## config.mk

```make
export PLATFORM = sky130hd
export DESIGN_NAME = dcf_fifo
export DESIGN_NICKNAME = d
export VERILOG_FILES = /design/src/logic/dcf_pkg.sv /design/src/logic/dcf_sync.sv /design/src/logic/dcf_fifo.sv
export VERILOG_INCLUDE_DIRS = /design/src /design/src/logic
export SDC_FILE = /design/constraint.sdc
export NUM_CORES = 1
export LEC_CHECK = 0
export ABC_AREA = 1
export BUFFER_PORTS_ARGS = -buffer_cell sky130_fd_sc_hd__buf_2
export CELL_PAD_IN_SITES_DETAIL_PLACEMENT = 0
export CELL_PAD_IN_SITES_GLOBAL_PLACEMENT = 1
export CORE_MARGIN = 1.5
export CORE_UTILIZATION = 53
export DETAILED_ROUTE_END_ITERATION = 7
export GPL_TIMING_DRIVEN = 0
export PLACE_DENSITY_LB_ADDON = 0.05
export SETUP_SLACK_MARGIN = 0.1
export SLEW_MARGIN = 20
export SYNTH_ARGS = -nofsm -noshare
export SYNTH_HDL_FRONTEND = slang
export SYNTH_SLANG_ARGS = --single-unit
```

## constraint.sdc

```tcl
create_clock -name sys_clk -period 5.65 [get_ports sys_clk]
set_clock_uncertainty 0.1 [all_clocks]
set_input_delay 0.565 -clock sys_clk [delete_from_list [all_inputs] [get_ports sys_clk]]
set_output_delay 0.565 -clock sys_clk [all_outputs]
set_load 0.1 [all_outputs]
```

## src/logic/dcf_cfg.svh

```systemverilog
// Offsets, field positions, reset values and sizes for the status-flag FIFO.
`ifndef DCF_CFG_SVH
`define DCF_CFG_SVH

// ==========================================================================
// Buffer geometry and flag thresholds
// ==========================================================================
`define DCF_DEPTH_DEFAULT 64
`define DCF_DATA_W 8
`define DCF_AFULL_GAP 7
`define DCF_AEMPTY_LEVEL 8

// ==========================================================================
// Register map, byte addresses on the AXI4-Lite port
// ==========================================================================
`define DCF_ADDR_W 8
`define DCF_CTRL_OFFSET 8'h00
`define DCF_STATUS_OFFSET 8'h04
`define DCF_DEPTH_OFFSET 8'h08
`define DCF_CTRL_CLEAR_BIT 0
`define DCF_CTRL_RESET 1'b0
`define DCF_STATUS_FLAGS_LSB 0
`define DCF_STATUS_FILL_LSB 16
`define DCF_RESP_OKAY 2'b00
`define DCF_RESP_SLVERR 2'b10

// ==========================================================================
// Pin synchroniser reset image: wclk, rclk, wen_n, ren_n, oe_n, rst_n, data
// ==========================================================================
`define DCF_PIN_W 14
`define DCF_PIN_RST 14'h0E00

`endif

```

## src/logic/dcf_pkg.sv

```systemverilog
// Types shared by the status-flag FIFO design files.
package dcf_pkg;

    // ======================================================================
    // Pin bundle as it passes through the input synchroniser
    // ======================================================================
    typedef struct packed {
        logic wclk;
        logic rclk;
        logic wen_n;
        logic ren_n;
        logic oe_n;
        logic rst_n;
        logic [7:0] data;
    } dcf_pins_t;

    // ======================================================================
    // The four status flags, all active low
    // ======================================================================
    typedef struct packed {
        logic full_n;
        logic afull_n;
        logic aempty_n;
        logic empty_n;
    } dcf_flags_t;

endpackage : dcf_pkg

```

## src/logic/dcf_sync.sv

```systemverilog
// Two-stage synchroniser for a bundle of asynchronous input pins.
`timescale 1ns/1ps
`default_nettype none

module dcf_sync #(
    parameter int WIDTH = 1,
    parameter logic [WIDTH-1:0] RST_VAL = '0
) (
    // Clock and reset.
    input wire logic sys_clk,
    input wire logic resetn,
    // Raw pins and their synchronised copy.
    input wire logic [WIDTH-1:0] async_in,
    output logic [WIDTH-1:0] sync_out
);

    // ======================================================================
    // Per-bit double flop
    // ======================================================================
    genvar i;
    generate
        for (i = 0; i < WIDTH; i++) begin : g_bit
            logic meta;
            // The first stage feeds only the second stage, never any logic.
            always_ff @(posedge sys_clk or negedge resetn) begin
                if (!resetn) begin
                    meta <= RST_VAL[i];
                    sync_out[i] <= RST_VAL[i];
                end else begin
                    meta <= async_in[i];
                    sync_out[i] <= meta;
                end
            end
        end
    endgenerate

endmodule : dcf_sync

`default_nettype wire

```

## src/logic/dcf_fifo.sv

```systemverilog
// Eight-bit FIFO with clocked write and read ports, status flags and AXI4-Lite status.
//
// Chosen here: the AXI4-Lite slave port and the address map.
`timescale 1ns/1ps
`default_nettype none
`include "dcf_cfg.svh"

module dcf_fifo #(
    parameter int DEPTH = `DCF_DEPTH_DEFAULT
) (
    // System clock and reset.
    input wire logic sys_clk,
    input wire logic resetn,
    // Write port pins.
    input wire logic write_clk,
    input wire logic write_en_n,
    input wire logic [`DCF_DATA_W-1:0] write_data_in,
    // Read port pins.
    input wire logic read_clk,
    input wire logic read_en_n,
    input wire logic output_enable_n,
    output logic [`DCF_DATA_W-1:0] read_data_out,
    output logic read_data_oe,
    // Device reset pin.
    input wire logic reset_in_n,
    // Status flags.
    output logic full_flag_n,
    output logic almost_full_flag_n,
    output logic almost_empty_flag_n,
    output logic empty_flag_n,
    // AXI4-Lite write address channel.
    input wire logic [`DCF_ADDR_W-1:0] s_axi_awaddr,
    input wire logic [2:0] s_axi_awprot,
    input wire logic s_axi_awvalid,
    output logic s_axi_awready,
    // AXI4-Lite write data channel.
    input wire logic [31:0] s_axi_wdata,
    input wire logic [3:0] s_axi_wstrb,
    input wire logic s_axi_wvalid,
    output logic s_axi_wready,
    // AXI4-Lite write response channel.
    output logic [1:0] s_axi_bresp,
    output logic s_axi_bvalid,
    input wire logic s_axi_bready,
    // AXI4-Lite read address channel.
    input wire logic [`DCF_ADDR_W-1:0] s_axi_araddr,
    input wire logic [2:0] s_axi_arprot,
    input wire logic s_axi_arvalid,
    output logic s_axi_arready,
    // AXI4-Lite read data channel.
    output logic [31:0] s_axi_rdata,
    output logic [1:0] s_axi_rresp,
    output logic s_axi_rvalid,
    input wire logic s_axi_rready
);

    // ======================================================================
    // Geometry derived from the depth parameter
    // ======================================================================
    localparam int AW = $clog2(DEPTH);
    localparam int PW = AW + 1;
    localparam logic [PW-1:0] FULL_LEVEL = PW'(DEPTH);
    localparam logic [PW-1:0] AFULL_LEVEL = PW'(DEPTH - `DCF_AFULL_GAP);
    localparam logic [PW-1:0] AEMPTY_LEVEL = PW'(`DCF_AEMPTY_LEVEL);
    localparam logic [PW-1:0] ONE = PW'(1);

    // ======================================================================
    // Pin synchronisation
    // ======================================================================
    dcf_pkg::dcf_pins_t pins_raw;
    dcf_pkg::dcf_pins_t pins;
    logic [`DCF_PIN_W-1:0] pins_sync;

    // All pins share one synchroniser so data stays aligned with its clock.
    assign pins_raw.wclk = write_clk;
    assign pins_raw.rclk = read_clk;
    assign pins_raw.wen_n = write_en_n;
    assign pins_raw.ren_n = read_en_n;
    assign pins_raw.oe_n = output_enable_n;
    assign pins_raw.rst_n = reset_in_n;
    assign pins_raw.data = write_data_in;
    assign pins = dcf_pkg::dcf_pins_t'(pins_sync);

    dcf_sync #(
        .WIDTH(`DCF_PIN_W),
        .RST_VAL(`DCF_PIN_RST)
    ) u_pin_sync (
        .sys_clk(sys_clk),
        .resetn(resetn),
        .async_in(pins_raw),
        .sync_out(pins_sync)
    );

    // ======================================================================
    // Clock edge detection
    // ======================================================================
    logic wclk_prev;
    logic rclk_prev;
    logic write_edge;
    logic read_edge;

    // Previous clock levels for rising-edge detection.
    always_ff @(posedge sys_clk or negedge resetn) begin
        if (!resetn) begin
            wclk_prev <= 1'b0;
            rclk_prev <= 1'b0;
        end else begin
            wclk_prev <= pins.wclk;
            rclk_prev <= pins.rclk;
        end
    end

    assign write_edge = pins.wclk & ~wclk_prev;
    assign read_edge = pins.rclk & ~rclk_prev;

    // ======================================================================
    // Control register and clear condition
    // ======================================================================
    logic ctrl_clear;
    logic clear_ptrs;

    // Both the device reset pin and the software clear empty the buffer.
    // The pin is sampled on the system clock, so free-running port clocks
    // during reset do no harm.
    assign clear_ptrs = ~pins.rst_n | ctrl_clear;

    // ======================================================================
    // Storage and pointers
    // ======================================================================
    logic [`DCF_DATA_W-1:0] mem [DEPTH];
    logic [PW-1:0] wr_ptr;
    logic [PW-1:0] rd_ptr;
    logic [PW-1:0] next_wr_ptr;
    logic [PW-1:0] next_rd_ptr;
    logic do_store;
    logic do_read;
    logic [PW-1:0] fill_after_store;
    logic [PW-1:0] fill_after_read;
    logic [PW-1:0] fill_now;

    // A store needs a write edge, enable low and the full flag high.
    assign do_store = write_edge & ~pins.wen_n & full_flag_n & ~clear_ptrs;
    // A read needs a read edge, enable low and the empty flag high.
    assign do_read = read_edge & ~pins.ren_n & empty_flag_n & ~clear_ptrs;
    assign next_wr_ptr = do_store ? wr_ptr + ONE : wr_ptr;
    assign next_rd_ptr = do_read ? rd_ptr + ONE : rd_ptr;
    // Each side measures against the other side's present pointer.
    assign fill_after_store = next_wr_ptr - rd_ptr;
    assign fill_after_read = wr_ptr - next_rd_ptr;
    assign fill_now = wr_ptr - rd_ptr;

    // Pointer registers; the extra top bit tells full from empty.
    always_ff @(posedge sys_clk or negedge resetn) begin
        if (!resetn) begin
            wr_ptr <= '0;
            rd_ptr <= '0;
        end else if (clear_ptrs) begin
            wr_ptr <= '0;
            rd_ptr <= '0;
        end else begin
            wr_ptr <= next_wr_ptr;
            rd_ptr <= next_rd_ptr;
        end
    end

    // The array has no reset; stale words are never read past the pointers.
    always_ff @(posedge sys_clk) begin
        if (do_store) begin
            mem[wr_ptr[AW-1:0]] <= pins.data;
        end
    end

    // ======================================================================
    // Write-side flags
    // ======================================================================
    // Updated only on write edges, so a read shortly before one shows up at
    // the next write edge rather than at once.
    always_ff @(posedge sys_clk or negedge resetn) begin
        if (!resetn) begin
            full_flag_n <= 1'b1;
            almost_full_flag_n <= 1'b1;
        end else if (clear_ptrs) begin
            full_flag_n <= 1'b1;
            almost_full_flag_n <= 1'b1;
        end else if (write_edge) begin
            full_flag_n <= (fill_after_store != FULL_LEVEL);
            almost_full_flag_n <= (fill_after_store < AFULL_LEVEL);
        end
    end

    // ======================================================================
    // Read-side flags
    // ======================================================================
    // Updated only on read edges; a store just before a read edge may be
    // seen one read edge later, which bounds first-word latency to three.
    always_ff @(posedge sys_clk or negedge resetn) begin
        if (!resetn) begin
            empty_flag_n <= 1'b0;
            almost_empty_flag_n <= 1'b0;
        end else if (clear_ptrs) begin
            empty_flag_n <= 1'b0;
            almost_empty_flag_n <= 1'b0;
        end else if (read_edge) begin
            empty_flag_n <= (fill_after_read != '0);
            almost_empty_flag_n <= (fill_after_read >= AEMPTY_LEVEL);
        end
    end

    // ======================================================================
    // Output register and drive enable
    // ======================================================================
    // The register is zero after any reset and holds when no read happens.
    always_ff @(posedge sys_clk or negedge resetn) begin
        if (!resetn) begin
            read_data_out <= '0;
            read_data_oe <= 1'b0;
        end else begin
            read_data_oe <= ~pins.oe_n;
            if (clear_ptrs) begin
                read_data_out <= '0;
            end else if (do_read) begin
                read_data_out <= mem[rd_ptr[AW-1:0]];
            end
        end
    end

    // ======================================================================
    // AXI4-Lite write path
    // ======================================================================
    logic aw_hs;
    logic w_hs;
    logic b_hs;
    logic aw_held;
    logic w_held;
    logic [`DCF_ADDR_W-1:0] awaddr_q;
    logic [31:0] wdata_q;
    logic [3:0] wstrb_q;
    logic [`DCF_ADDR_W-1:0] wr_addr;
    logic [31:0] wr_data;
    logic [3:0] wr_strb;
    logic do_write;
    logic wr_ctrl_hit;
    logic wr_mapped;

    // Address and data may arrive in either order; the live bus value is
    // used in the cycle it is taken so no extra cycle is lost.
    assign aw_hs = s_axi_awvalid & s_axi_awready;
    assign w_hs = s_axi_wvalid & s_axi_wready;
    assign b_hs = s_axi_bvalid & s_axi_bready;
    assign wr_addr = aw_held ? awaddr_q : s_axi_awaddr;
    assign wr_data = w_held ? wdata_q : s_axi_wdata;
    assign wr_strb = w_held ? wstrb_q : s_axi_wstrb;
    assign do_write = (aw_held | aw_hs) & (w_held | w_hs) & ~s_axi_bvalid;
    assign wr_ctrl_hit = (wr_addr == `DCF_CTRL_OFFSET);
    assign wr_mapped = wr_ctrl_hit | (wr_addr == `DCF_STATUS_OFFSET)
        | (wr_addr == `DCF_DEPTH_OFFSET);

    // Channel handshakes, holding registers and the response.
    always_ff @(posedge sys_clk or negedge resetn) begin
        if (!resetn) begin
            s_axi_awready <= 1'b1;
            s_axi_wready <= 1'b1;
            s_axi_bvalid <= 1'b0;
            s_axi_bresp <= `DCF_RESP_OKAY;
            aw_held <= 1'b0;
            w_held <= 1'b0;
            awaddr_q <= '0;
            wdata_q <= '0;
            wstrb_q <= '0;
        end else begin
            if (aw_hs) begin
                awaddr_q <= s_axi_awaddr;
                aw_held <= 1'b1;
                s_axi_awready <= 1'b0;
            end
            if (w_hs) begin
                wdata_q <= s_axi_wdata;
                wstrb_q <= s_axi_wstrb;
                w_held <= 1'b1;
                s_axi_wready <= 1'b0;
            end
            if (do_write) begin
                aw_held <= 1'b0;
                w_held <= 1'b0;
                s_axi_bvalid <= 1'b1;
                s_axi_bresp <= wr_mapped ? `DCF_RESP_OKAY : `DCF_RESP_SLVERR;
            end
            if (b_hs) begin
                s_axi_bvalid <= 1'b0;
                s_axi_awready <= 1'b1;
                s_axi_wready <= 1'b1;
            end
        end
    end

    // Control register; only byte lane 0 carries a field.
    always_ff @(posedge sys_clk or negedge resetn) begin
        if (!resetn) begin
            ctrl_clear <= `DCF_CTRL_RESET;
        end else if (do_write && wr_ctrl_hit && wr_strb[0]) begin
            ctrl_clear <= wr_data[`DCF_CTRL_CLEAR_BIT];
        end
    end

    // ======================================================================
    // AXI4-Lite read path
    // ======================================================================
    logic ar_hs;
    logic r_hs;
    dcf_pkg::dcf_flags_t flags_now;
    logic [31:0] ctrl_word;
    logic [31:0] status_word;
    logic [31:0] depth_word;
    logic [31:0] rd_word;
    logic rd_mapped;

    assign ar_hs = s_axi_arvalid & s_axi_arready;
    assign r_hs = s_axi_rvalid & s_axi_rready;
    assign flags_now.full_n = full_flag_n;
    assign flags_now.afull_n = almost_full_flag_n;
    assign flags_now.aempty_n = almost_empty_flag_n;
    assign flags_now.empty_n = empty_flag_n;

    // Read words; unused bits read as zero.
    assign ctrl_word = {31'h0000_0000, ctrl_clear};
    assign status_word = (32'(fill_now) << `DCF_STATUS_FILL_LSB)
        | (32'(flags_now) << `DCF_STATUS_FLAGS_LSB);
    assign depth_word = 32'(DEPTH);

    // Address decode; an unmapped address reads zero with an error.
    assign rd_mapped = (s_axi_araddr == `DCF_CTRL_OFFSET)
        | (s_axi_araddr == `DCF_STATUS_OFFSET)
        | (s_axi_araddr == `DCF_DEPTH_OFFSET);
    assign rd_word = (s_axi_araddr == `DCF_CTRL_OFFSET) ? ctrl_word
        : (s_axi_araddr == `DCF_STATUS_OFFSET) ? status_word
        : (s_axi_araddr == `DCF_DEPTH_OFFSET) ? depth_word
        : 32'h0000_0000;

    // One read under way at a time; data is captured with the address.
    always_ff @(posedge sys_clk or negedge resetn) begin
        if (!resetn) begin
            s_axi_arready <= 1'b1;
            s_axi_rvalid <= 1'b0;
            s_axi_rdata <= '0;
            s_axi_rresp <= `DCF_RESP_OKAY;
        end else if (ar_hs) begin
            s_axi_arready <= 1'b0;
            s_axi_rvalid <= 1'b1;
            s_axi_rdata <= rd_word;
            s_axi_rresp <= rd_mapped ? `DCF_RESP_OKAY : `DCF_RESP_SLVERR;
        end else if (r_hs) begin
            s_axi_rvalid <= 1'b0;
            s_axi_arready <= 1'b1;
        end
    end

endmodule : dcf_fifo

`default_nettype wire

```

* Yosys cells after proc, flatten, opt, wreduce, memory -nomap -nowiden
Memory sizes are Yosys's and may differ from the RTL's.
Cells that the tools add are included.
** Word-level totals
- Input port bits :: 79
- Memories kept :: 1
- Word-level logic and storage cells :: 148
- Output and inout port bits :: 54
- Memory bits (writable) :: 512
- Register bits after elaboration :: 111
** Memories
- mem :: depth 64, bits a word 8, rd ports 1, clocked after Yosys merged registers in 0, write ports 1, line dcf_fifo.sv:130 : logic [`DCF_DATA_W-1:0] mem [DEPTH];
** Cells by class
- Add/sub/neg operators :: 5
- Eq/ne operators :: 5
- Bitwise logic cells :: 31
- $lt $le $gt $ge :: 2
- Multiplexer cells :: 38
- Reductions and logical operators :: 14
** Operators by type and width (number)
- $mux 23 :: 2
- $mux 7 :: 5
- $mux 1 :: 26
- $mux 8 :: 3
- $or 23x4->23 :: 1
- $sub 7x7->7 :: 3
- $reduce_bool 2->1 :: 9
- $eq 8x3->1 const B :: 2
- $eq 8x4->1 const B :: 2
- $logic_not 8->1 :: 2
- $and 1x1->1 :: 15
- $add 7x1->7 const B :: 2
- $not 1->1 :: 8
- $ge 7x4->1 const B :: 1
- $lt 7x6->1 const B :: 1
- $ne 7x7->1 const B :: 1
- $or 1x1->1 :: 7
- $reduce_bool 7->1 :: 1
- $mux 2 :: 2
- $logic_and 1x1->1 :: 2

* Longest topological paths before layout
Gate-level depths: netlist (run 1).
- Depth in word-level cells :: 10
- Mapped depth :: 20
- Gate-level depth less buffers :: 19

* Hierarchy
Synthesis (run 1) repeated with hierarchy kept, for this count alone.
** Second synthesis, totals
- Cells, all modules :: 2440
- Area total of the unflattened synthesis :: 25735.9 µm²
** By module, submodules not included
- dcf_fifo :: area each 25027.8 µm², instances 1, cells an instance 2412, sequential area each 16907.5 µm²
- dcf_sync :: area each 708.2 µm², instances 1, cells an instance 28, sequential area each 708.2 µm²

* Least setup slack after synthesis (run 1)
OpenSTA, ideal clock, no wires.
- Kind :: register to register
- Start :: reg empty_flag_n
- End :: reg empty_flag_n
- Cell stages (with the launch flop) :: 18
- Clock period less this slack :: 3.086 ns
- Setup slack :: 2.564 ns
- Path buffers :: 1
- Setup time :: 0.123 ns
- Data required time :: 5.427 ns
- Data arrival time :: 2.863 ns
- Path through :: dfrtp_1 inv_1 nor2_1 nand2_1 nor2_1 buf_4 inv_1 o21ai_0 ha_1 a21oi_1 nor2_1 nor2_1 xor2_1 nand2_1 nor2_1 nand2_1 nand2_1 nand2_1
** On the way
- Word-level cells in the longest chain between the ends :: 7
** RTL lines
- start, declared :: line dcf_fifo.sv:30 : output logic empty_flag_n,
- start signal, assigned :: line dcf_fifo.sv:204 : empty_flag_n <= (fill_after_read != '0);
- $and 1x1->1 (2 in a row) :: line dcf_fifo.sv:144 : assign do_read = read_edge & ~pins.ren_n & empty_flag_n & ~clear_ptrs;
- $mux 7 :: line dcf_fifo.sv:146 : assign next_rd_ptr = do_read ? rd_ptr + ONE : rd_ptr;
- $sub 7x7->7 :: line dcf_fifo.sv:149 : assign fill_after_read = wr_ptr - next_rd_ptr;
- $reduce_bool 7->1 :: line dcf_fifo.sv:204
- $mux 1 :: line dcf_fifo.sv:203 : end else if (read_edge) begin
- $mux 1 :: line dcf_fifo.sv:200 : end else if (clear_ptrs) begin
No other way between the ends. The select of a mux whose other input is x is not followed.
A chain may end at the register's enable or synchronous reset.

* Worst setup path in the final report (run 1)
- Start :: reg ctrl_clear
- End :: reg empty_flag_n
** On the way
- Word-level cells in the longest chain between the ends :: 8
- Elaborated cells between the ends (all ways) :: 9
- Those cells by class :: add/sub: 1; mux: 3; bitwise: 3; reduce/logical: 2
** RTL lines
- start, declared :: line dcf_fifo.sv:119 : logic ctrl_clear;
- start signal, assigned :: line dcf_fifo.sv:299 : ctrl_clear <= `DCF_CTRL_RESET;
- start signal, assigned :: line dcf_fifo.sv:301 : ctrl_clear <= wr_data[`DCF_CTRL_CLEAR_BIT];
- $or 1x1->1 (*) :: line dcf_fifo.sv:125 : assign clear_ptrs = ~pins.rst_n | ctrl_clear;
- $not 1->1 :: line dcf_fifo.sv:144
- $and 1x1->1 :: line dcf_fifo.sv:144
- $mux 7 :: line dcf_fifo.sv:146
- $sub 7x7->7 :: line dcf_fifo.sv:149
- $reduce_bool 7->1 :: line dcf_fifo.sv:204
- $mux 1 :: line dcf_fifo.sv:203
- $mux 1 :: line dcf_fifo.sv:200
Every way passes the cells marked *; elsewhere a longest branch is shown, timed or not. The select of a mux whose other input is x is not followed.

==> impl_metrics.toml, run 1 <==
[finish]
syn2layout_area_growth_pct = 13.7
antenna_cells = 0
final_cells = 3292
drive_gt1_share_pct = 11.5
nets = 2733

[drt]
ant_nets = 0
drt_iter0_drc = 2139
wl_mm = 75.1
vias = 18100
vias_per_cell = 5.51
wire_per_inst_um = 22.8
dr.pass1.iters = 5
drc = 0

[hold_path]
holdCritPathClass = "in -> reg"

[critical_path]
ff2ff_path_depth = 16
startpoint = "ctrl_clear"
cp_common_cell = "nor2_1"
regToRegStartpoint = "ctrl_clear"
crit_end = "empty_flag_n"
cp_slowest_cell = "dfrtp_1"
crit_path_max_fanout = 10
cp-end-kind = "register"
crit_chain = "nor2_1, inv_1, nor2_1, buf_4, inv_1, o21ai_0, ha_1, a21oi_1, nor2_1, nor2_1, xor2_1, nand2_1, nor2_1, nand2_1, nand2_1, nand2_1"
r2r-end = "empty_flag_n"
critical_path_class = "reg -> reg"
regToRegSetupSlack_ps = 2340
start_kind = "register"
required_ps = 6060
cp_data_arrival_time_ps = 3720
cpPeakStageDelay_ps = 400

[floorplanning]
start_util_pct = 54.0
core_region_area_mm2 = 0.0479
dieHeight_um = 224
io_pins = 133
rows = 80
die-area_mm2 = 0.0502
die_w_um = 224

[clock_network]
cts_setup_buffers = 0
cts.htree.levels = 2
cts_root_buffer = "clkbuf_16"
hold_buffers = 16
numCtsBuffers = 60
cts.clk_slew.worst_paths_ps = 60
clockBufferDepth = 3
cts_tree = "yes"
cts.sinks = 601
cts_resized = 0
insertion_delay_ps = 630

[logic_synthesis]
synth_ff_type = "edfxtp_1"
yosys.area_share.simple_pct = 21.6
synth_area_leaders = "edfxtp_1 (59%), nand2_1 (13%), dfrtp_1 (7.5%)"
yosys-top-cells-count = "nand2_1 (878), edfxtp_1 (512), nand3_1 (331), inv_1 (209), nor2_1 (137)"
synth_most_common_cell = "nand2_1"
yosysWarnings = 0
synth_seq_area_share_pct = 68.1
synth_edf_count = 512
synth-xor-area-share_pct = 0.744
synth_compound_area_share_pct = 1.89
yosysTopAreaCell = "edfxtp_1"
synth_top_family_by_area = "simple AND/OR/NAND/NOR gates"
ys_types = 42
syn_inst = 2453
synth_fa_ha_area_share_pct = 1.12
syn_area_mm2 = 0.0259
ys_seq_elements = 601
yosys.area.top_type_share_pct = 59.4
syn_avg_cell_area_um2 = 10.6
synth_mux_area_share_pct = 0.160
synth-async-reset-ratio_pct = 14.8

[sta]
min_period_ps = 3310
slew_viol_final = 0
rsz0062_at_grt = "false"
fin_crit_sh_pct = 58.6
tightest_slew_ps = 1030
setup_viol = 0
final.setup.tns_ps = 0
hold_violations = 0
max-slew-margin-rel_pct = 31.4
fmax_mhz = 302

[grt]
grt_pass1_vias = 16900
gr-usage-met2_pct = 44.9
grt_overflow = 0
grt_util_all_layers_pct = 30.3
grt-busiest-layer = "met2"
use_met3_pct = 7.52
grt_first_pass_wirelength_mm = 109
antenna_found_initial = 0
grtUsageMet1_pct = 44.7
grt_max_degree = 61

[power_and_ir_drop]
max-vdd-ir-drop_v = 0.000323
power_density_mw_per_mm2 = 320
total_power_uw = 9430
p_leak_uw = 0.0122

[placement]
io_buffers = 70
hpwl_mm = 52.2
gp_congestion = 0.924
placed_cells = 3169

[run]
maxCapViolCount = 0

[outcome]
outcome = "completed"
==> cells by family (layout without fill, tap and decap cells) <==
logic type | after synthesis | count (layout)
muxes | 4 | 4
and+or+nand+nor | 1366 | 1366
DFF | 601 | 601
adders and majority gates | 22 | 22
buffers and inverters | 345 | 548
xor gates and xnor gates | 22 | 22
other | 1 | 22
AOI/OAI and AO/OA | 92 | 92
==> area by class of cell <==
cell class / count / area [um^2]
Sequential cell: 601 / 17600
Fill cell: 3934 / 18500
Clock buffer: 77 / 1650
Buffer: 129 / 852
Clock inverter: 30 / 249
Timing Repair Buffer: 96 / 749
Inverter: 216 / 813
Tap cell: 615 / 769
Multi-Input combinational cell: 1528 / 6700
==> flip-flops by register name (all words and copies together) (netlist names), 7 cells and up <==
register	count
awaddr_q	8
wr_ptr	7
rd_ptr	7
u_pin_sync.g_bit.meta	14
s_axi_rdata	12
read_data_out	8
u_pin_sync.sync_out	14
mem	512
==> power by group <==
group / leakage [uW] / internal, uW / switching, uW / total, uW
combinational: 0.00562 / 118 / 450 / 568
sequential: 0.00570 / 4900 / 67.6 / 4970
clock: 0.000922 / 2220 / 1670 / 3890
==> cell usage in the layout (no fill, tap or decap), drive strengths merged <==
master and instances:
o21ai 31, fa 2, buf 196, dfstp 11, xnor2 6, nand4 3, o311ai 1, nand2 878
bufinv 4, or2 1, a22oi 1, o41ai 1, nor2 139, dlygate4sd3 16, mux2 1, mux2i 3
o211a 1, nor3 11, edfxtp 512, clkinv 25, clkbuf 90, o22ai 1, o211ai 1, a21oi 51
a21o 1, dfrtp 78, o21a 2, xor2 16, conb 22, nor4 2, o31ai 1, inv 213
clkinvlp 4, nand3 332, ha 20
==> worst max-delay path: cells and delay by family (launching register included) <==
family,cells,cell delay (ps)
and+or+nand+nor,9,1150
AOI/OAI and AO/OA,2,560
buffers and inverters,3,470
DFF,1,400
adders and majority gates,1,320
xor gates and xnor gates,1,190
==> routing by layer <==
layer	vias to the layer above	wire (um)
met3	121	8150
li1	8437	-
met5	-	0
met2	833	33000
met4	0	1830
met1	8758	32100
==> worst min path at each step <==
| stage | from | end | cells after the start | slack (ps) |
|---|---|---|---|---|
| after global routing | s_axi_bready | s_axi_bvalid | 2 | 40 |
| after floorplan | resetn | almost_empty_flag_n | 0 | 170 |
| after global placement | u_pin_sync.g_bit[8].meta | u_pin_sync.sync_out[8] | 0 | 230 |
| after CTS | s_axi_bready | s_axi_bvalid | 2 | 10 |
| final | s_axi_bready | s_axi_bvalid | 2 | 50 |
| after detailed placement | u_pin_sync.g_bit[3].meta | u_pin_sync.sync_out[3] | 0 | 240 |
==> per-stage QoR <==
| step | utilization (%) | area, um^2 | hold slack (ps) | worst slack, ps |
|---|---|---|---|---|
| final | 61.4 | 29400 | 48.0 | 2340 |
| after global routing | 61.4 | 29400 | 38.1 | 2050 |
| after CTS | 61.4 | 29400 | 12.9 | 2320 |
| after detailed placement | 57.1 | 27400 | 237 | 2360 |
| after global placement | 56.5 | 27100 | 233 | 2340 |
| after floorplan | - | 26000 | 169 | 2560 |
Power figures use the tool's default switching activity.
==> run 2, diff against run 1 <==
CORE_UTILIZATION = 49   (was 53)
clock period = 3.4 ns   (was 5.65 ns; I/O delays follow)
==> impl_metrics.toml, run 2 (synthesized netlist as in run 1, its figures left out) <==
[finish]
antenna_cells = 0
layout_commonest_cell = "nand2_1"
multi_input_area_mm2 = 0.00672
syn2layout_area_growth_pct = 15.0
drive_gt1_share_pct = 11.9
nets = 2751
most-common-layout-cells = "nand2_1 (878), edfxtp_1 (512), nand3_1 (331)"
fill_cells = 4495
largest_register_ffs = 512
seq_area_mm2 = 0.0176

[clock_network]
cts_tree = "yes"
cts_root_buffer = "clkbuf_16"
cts_setup_buffers = 0
numCtsBuffers = 61
cts.clk_slew.worst_paths_ps = 60
cts.sinks = 601
insertion_delay_ps = 630
clockBufferDepth = 3
cts.htree.levels = 2

[sta]
hold_violations = 0
max-slew-margin-rel_pct = 28.0
fmax_mhz = 295
fin_crit_sh_pct = 99.6
slew_viol_final = 0
min_period_ps = 3390
setup_viol = 0
final.setup.tns_ps = 0
rsz0062_at_grt = "true"
tightest_slew_ps = 1080

[power_and_ir_drop]
clkPwrFrac_pct = 41.5
max-vdd-ir-drop_v = 0.000482
total_power_uw = 15800
seqPwrFrac_pct = 52.4
power_density_mw_per_mm2 = 530
p_switching_uw = 3650
p_leak_uw = 0.0123
p_sw_share_pct = 23.1
p_int_uw = 12100
p_comb_share_pct = 6.1

[critical_path]
cpLargestDelayFamily = "simple AND/OR/NAND/NOR gates"
critical_path_class = "reg -> reg"
worst-path-buf-inv = 0
required_ps = 3550
cpPeakStageDelay_ps = 1000
cp_data_arrival_time_ps = 3540
start_kind = "register"
cp_common_cell = "nor2_1"
crit_chain = "nor2_1, nand3_2, nor2_1, nand3_1, nor2_1"
cp-end-kind = "register"
crit_path_max_fanout = 8
cp_slowest_cell = "nor2_1"

[drt]
ant_nets = 0
vias = 18300
drc = 0
drt_iter0_drc = 1957
wl_mm = 77.0
vias_per_cell = 5.39
dr.pass1.iters = 6
wire_per_inst_um = 22.7

[grt]
grt_overflow = 0
grt_first_pass_wirelength_mm = 111
grt_max_degree = 59
grt_pass1_vias = 16700
antenna_found_initial = 0
grt_util_all_layers_pct = 28.7

[run]
maxCapViolCount = 0

[floorplanning]
core_region_area_mm2 = 0.0523
die-area_mm2 = 0.0542
dieHeight_um = 233
die_w_um = 233
start_util_pct = 49.5
io_pins = 133
rows = 84

[placement]
gp_congestion = 0.965
io_buffers = 70
hpwl_mm = 53.0

[outcome]
outcome = "completed"

[hold_path]
holdCritPathClass = "in -> reg"
==> run 2: cell types whose count changed in the layout (fill, tap and decap cells not counted), sizes merged, moves of 2 or more <==
cell / change
bufinv: -2
clkbuf: +13
clkinv: -3
clkinvlp: -2
dlygate4sd3: +17
inv: +2
==> run 2: layer usage <==
metal | track usage, % | part of all wire, %
met1 | 43.0 | 44
met2 | 43.2 | 44
met5 | 0 | 0
met4 | 7.54 | 2.5
met3 | 4.94 | 8.8
==> run 2: timing repair <==
item / CTS / global route
endpoints found under the setup margin: 17 / 95
hold buffers: 33 / 0
resized for setup: 1 / 13
endpoints found under the hold margin: 70 / 0
==> run 2: worst register-to-register path: stages, from the launching register on <==
cell and delay [ps]:
dfrtp_1 440, nor2_1 240, nand3_2 230, nor2_1 270
nand3_1 720, nor2_1 1000
==> run 2: final timing paths <==
| path | from | endpoint | slack (ps) | cells past startpoint |
|---|---|---|---|---|
| min in group asynchronous | resetn | u_pin_sync.g_bit[0].meta | 160 | 2 |
| min reg2reg | u_pin_sync.g_bit[4].meta | u_pin_sync.sync_out[4] | 240 | 0 |
| max | ctrl_clear | mem[16][3] | 10 | 5 |
| min | s_axi_araddr[1] | s_axi_rdata[6] | 40 | 5 |
| max in group asynchronous | resetn | s_axi_awready | 2330 | 3 |
| max reg2reg | ctrl_clear | mem[16][3] | 10 | 5 |
==> run 2: through the flow <==
stage	hold WS [ps]	setup WS [ps]	utilization [%]	cell area, um^2	std cells
6_report	35.8	13.3	56.8	29800	3389
3_5_place_dp	236	67.5	52.4	27400	3242
3_3_place_gp	232	115	51.9	27200	3232
4_1_cts	3.50	69.6	56.8	29700	3389
5_1_grt	47.0	-66.0	56.8	29800	3389
2_1_floorplan	-55.6	314	-	26000	2474
==> run 2: area by class of cell <==
type / count / area share (%)
flip-flops and latches: 601 / 59.3
repair buffers: 113 / 3.03
clock buffers: 89 / 5.97
clock inverters: 25 / 0.601
well taps: 688 / 2.89
multi-input cells: 1528 / 22.6
plain buffers: 129 / 2.87
inverters: 216 / 2.73
==> run 2: power by group through the flow <==
stage	clock network (uW)	registers (uW)	logic [uW]
6_report	6550	8270	955
5_1_grt	6900	8280	1010
4_1_cts	6620	8270	959
3_5_place_dp	0	8420	926
3_3_place_gp	0	8500	799
2_1_floorplan	0	8750	321
==> run 3, diff against run 2 <==
SYNTH_HIERARCHICAL = 1   (was unset)
==> impl_metrics.toml, run 3 <==
[sta]
rsz0062_at_grt = "true"
fmax_mhz = 305
hold-worst-slack_ps = 33.0
tightest_slew_ps = 1060
setup_viol = 0
min_period_ps = 3280
max-slew-margin-rel_pct = 29.1
fin_crit_sh_pct = 96.4
slew_viol_final = 0
hold_violations = 0

[clock_network]
cts_setup_buffers = 0
cts.clk_slew.worst_paths_ps = 60
clockBufferDepth = 3
numCtsBuffers = 66
cts_tree = "yes"
cts.htree.levels = 3
cts_root_buffer = "clkbuf_16"
insertion_delay_ps = 600
cts.sinks = 601

[hold_path]
holdCritPathClass = "in -> reg"
holdPathStages = 3
hold-path-endpoint = "s_axi_rresp[1]"
min_from = "s_axi_araddr[2]"

[finish]
finish.instance_area_mm2 = 0.0299
nets = 2741
most-common-layout-cells = "nand2_1 (843), edfxtp_1 (512), nand3_1 (310)"
layout_commonest_cell = "nand2_1"
seq_area_mm2 = 0.0176
antenna_cells = 0
fill_cells = 4417
largest_register_ffs = 512
final_cells = 3371
drive_gt1_share_pct = 12.9
multi_input_area_mm2 = 0.00682
syn2layout_area_growth_pct = 16.1

[critical_path]
cp_data_arrival_time_ps = 3400
crit_path_max_fanout = 8
required_ps = 3520
ff2ff_path_depth = 6
regToRegSetupSlack_ps = 120
critical_path_class = "reg -> reg"
cp-end-kind = "register"
r2r-end = "mem[34][2]"
startpoint = "full_flag_n"
start_kind = "register"
regToRegStartpoint = "full_flag_n"

[logic_synthesis]
yosysTopAreaCell = "edfxtp_1"
yosysWarnings = 6
yosys-top-cells-count = "nand2_1 (843), edfxtp_1 (512), nand3_1 (311), inv_1 (199), nor2_1 (173)"
synth_area_leaders = "edfxtp_1 (60%), nand2_1 (12%), dfrtp_1 (7.6%)"
ys_seq_elements = 601
synth_most_common_cell = "nand2_1"
synth_ff_type = "edfxtp_1"
synth-async-reset-ratio_pct = 14.8
syn_avg_cell_area_um2 = 10.5
synth_edf_count = 512
syn_area_mm2 = 0.0257
syn_inst = 2440
synth_seq_area_share_pct = 68.4
ys_types = 45
yosys.area.top_type_share_pct = 59.7

[drt]
drc = 0
vias = 18400
vias_per_cell = 5.45
ant_nets = 0
wire_per_inst_um = 23.6
drt_iter0_drc = 2131
dr.pass1.iters = 5
wl_mm = 79.7

[floorplanning]
die-area_mm2 = 0.0539
dieHeight_um = 232
io_pins = 133
rows = 83
start_util_pct = 49.9
die_w_um = 232
core_region_area_mm2 = 0.0516

[power_and_ir_drop]
max-vdd-ir-drop_v = 0.000748
clkPwrFrac_pct = 43.6
p_comb_share_pct = 5.8
p_int_uw = 12600
seqPwrFrac_pct = 50.6
p_sw_share_pct = 23.1
power_density_mw_per_mm2 = 547
p_leak_uw = 0.0123
p_switching_uw = 3770

[placement]
hpwl_mm = 53.6
gp_congestion = 0.902
dpl_cell_area_mm2 = 0.0273
io_buffers = 70
placed_cells = 3222

[grt]
grt_util_all_layers_pct = 30.2
grt_first_pass_wirelength_mm = 116
grt_pass1_vias = 17500
antenna_found_initial = 2
grt_overflow = 0
grt_max_degree = 65

[outcome]
outcome = "completed"

[run]
maxCapViolCount = 0
-- run 3: changes by cell type in the layout (fill, tap and decap cells not counted), sizes merged, moves of 8 or more --
cell	before	now
nand3	332	312
nand2	878	844
clkinv	22	31
nor2	139	174
inv	215	203
o21ai	31	39
-- run 3: worst max-delay path by stage --
stage                                    end  slack, ps  depth (start not counted)
after floorplan                 empty_flag_n        280                         17
after global placement            mem[46][4]        -50                          5
after detailed placement          mem[22][2]        -80                          5
after CTS                 almost_full_flag_n         60                         13
after global routing              mem[32][7]         10                          6
final                             mem[34][2]        120                          6
-- run 3: logic make-up after synthesis --
family	synth area share [%]
AOI/OAI and AO/OA	2.13
xor gates and xnor gates	0.749
adders and majority gates	1.13
buffers and inverters	5.87
DFF	68.4
muxes	0.160
other	0.0146
and+or+nand+nor	21.5
-- run 3: layout make-up --
class | instances | share of cell area (%)
Clock buffer | 80 | 6.12
Clock inverter | 39 | 1.09
Inverter | 204 | 2.57
Sequential cell | 601 | 59.1
Multi-Input combinational cell | 1528 | 22.8
Tap cell | 680 | 2.85
Buffer | 127 | 2.50
Timing Repair Buffer | 112 | 2.97
-- run 3: per-stage QoR --
stage	TNS [ps]	power, uW	worst slack [ps]	util [%]
6_report	0	16300	121	57.9
5_1_grt	0	16800	12.2	57.9
4_1_cts	0	16400	56.7	57.7
3_5_place_dp	-1210	9340	-77.3	52.9
3_3_place_gp	-875	9300	-49.7	52.3
2_1_floorplan	0	9070	279	-
-- run 3: routing by layer --
metal | global-route usage [%] | wire, um | vias up
met3 | 5.45 | 7060 | 116
met2 | 47.2 | 36700 | 817
met1 | 43.0 | 33800 | 8977
met5 | 0 | 0 | -
li1 | - | - | 8473
met4 | 9.72 | 2080 | 0
-- run 3: power groups by stage --
| stage | Clock (uW) | Combinational (uW) | Sequential, uW |
|---|---|---|---|
| after detailed placement | 0 | 918 | 8420 |
| after global placement | 0 | 799 | 8500 |
| after floorplan | 0 | 321 | 8750 |
| after CTS | 7180 | 951 | 8270 |
| after global routing | 7460 | 1010 | 8290 |
| final | 7120 | 945 | 8270 |
-- run 3: timing repair --
item	CTS	global route
resized for setup	9	35
setup endpoints to repair	136	114
hold buffers	31	0
hold endpoints to repair	74	0
-- run 3: critical path, cell delays in order, from the launching register on --
cell and delay [ps]:
dfstp_2 540, inv_1 70, nor2_1 120, nand3_2 210
nor2_1 290, nand3_1 720, nor2_2 850
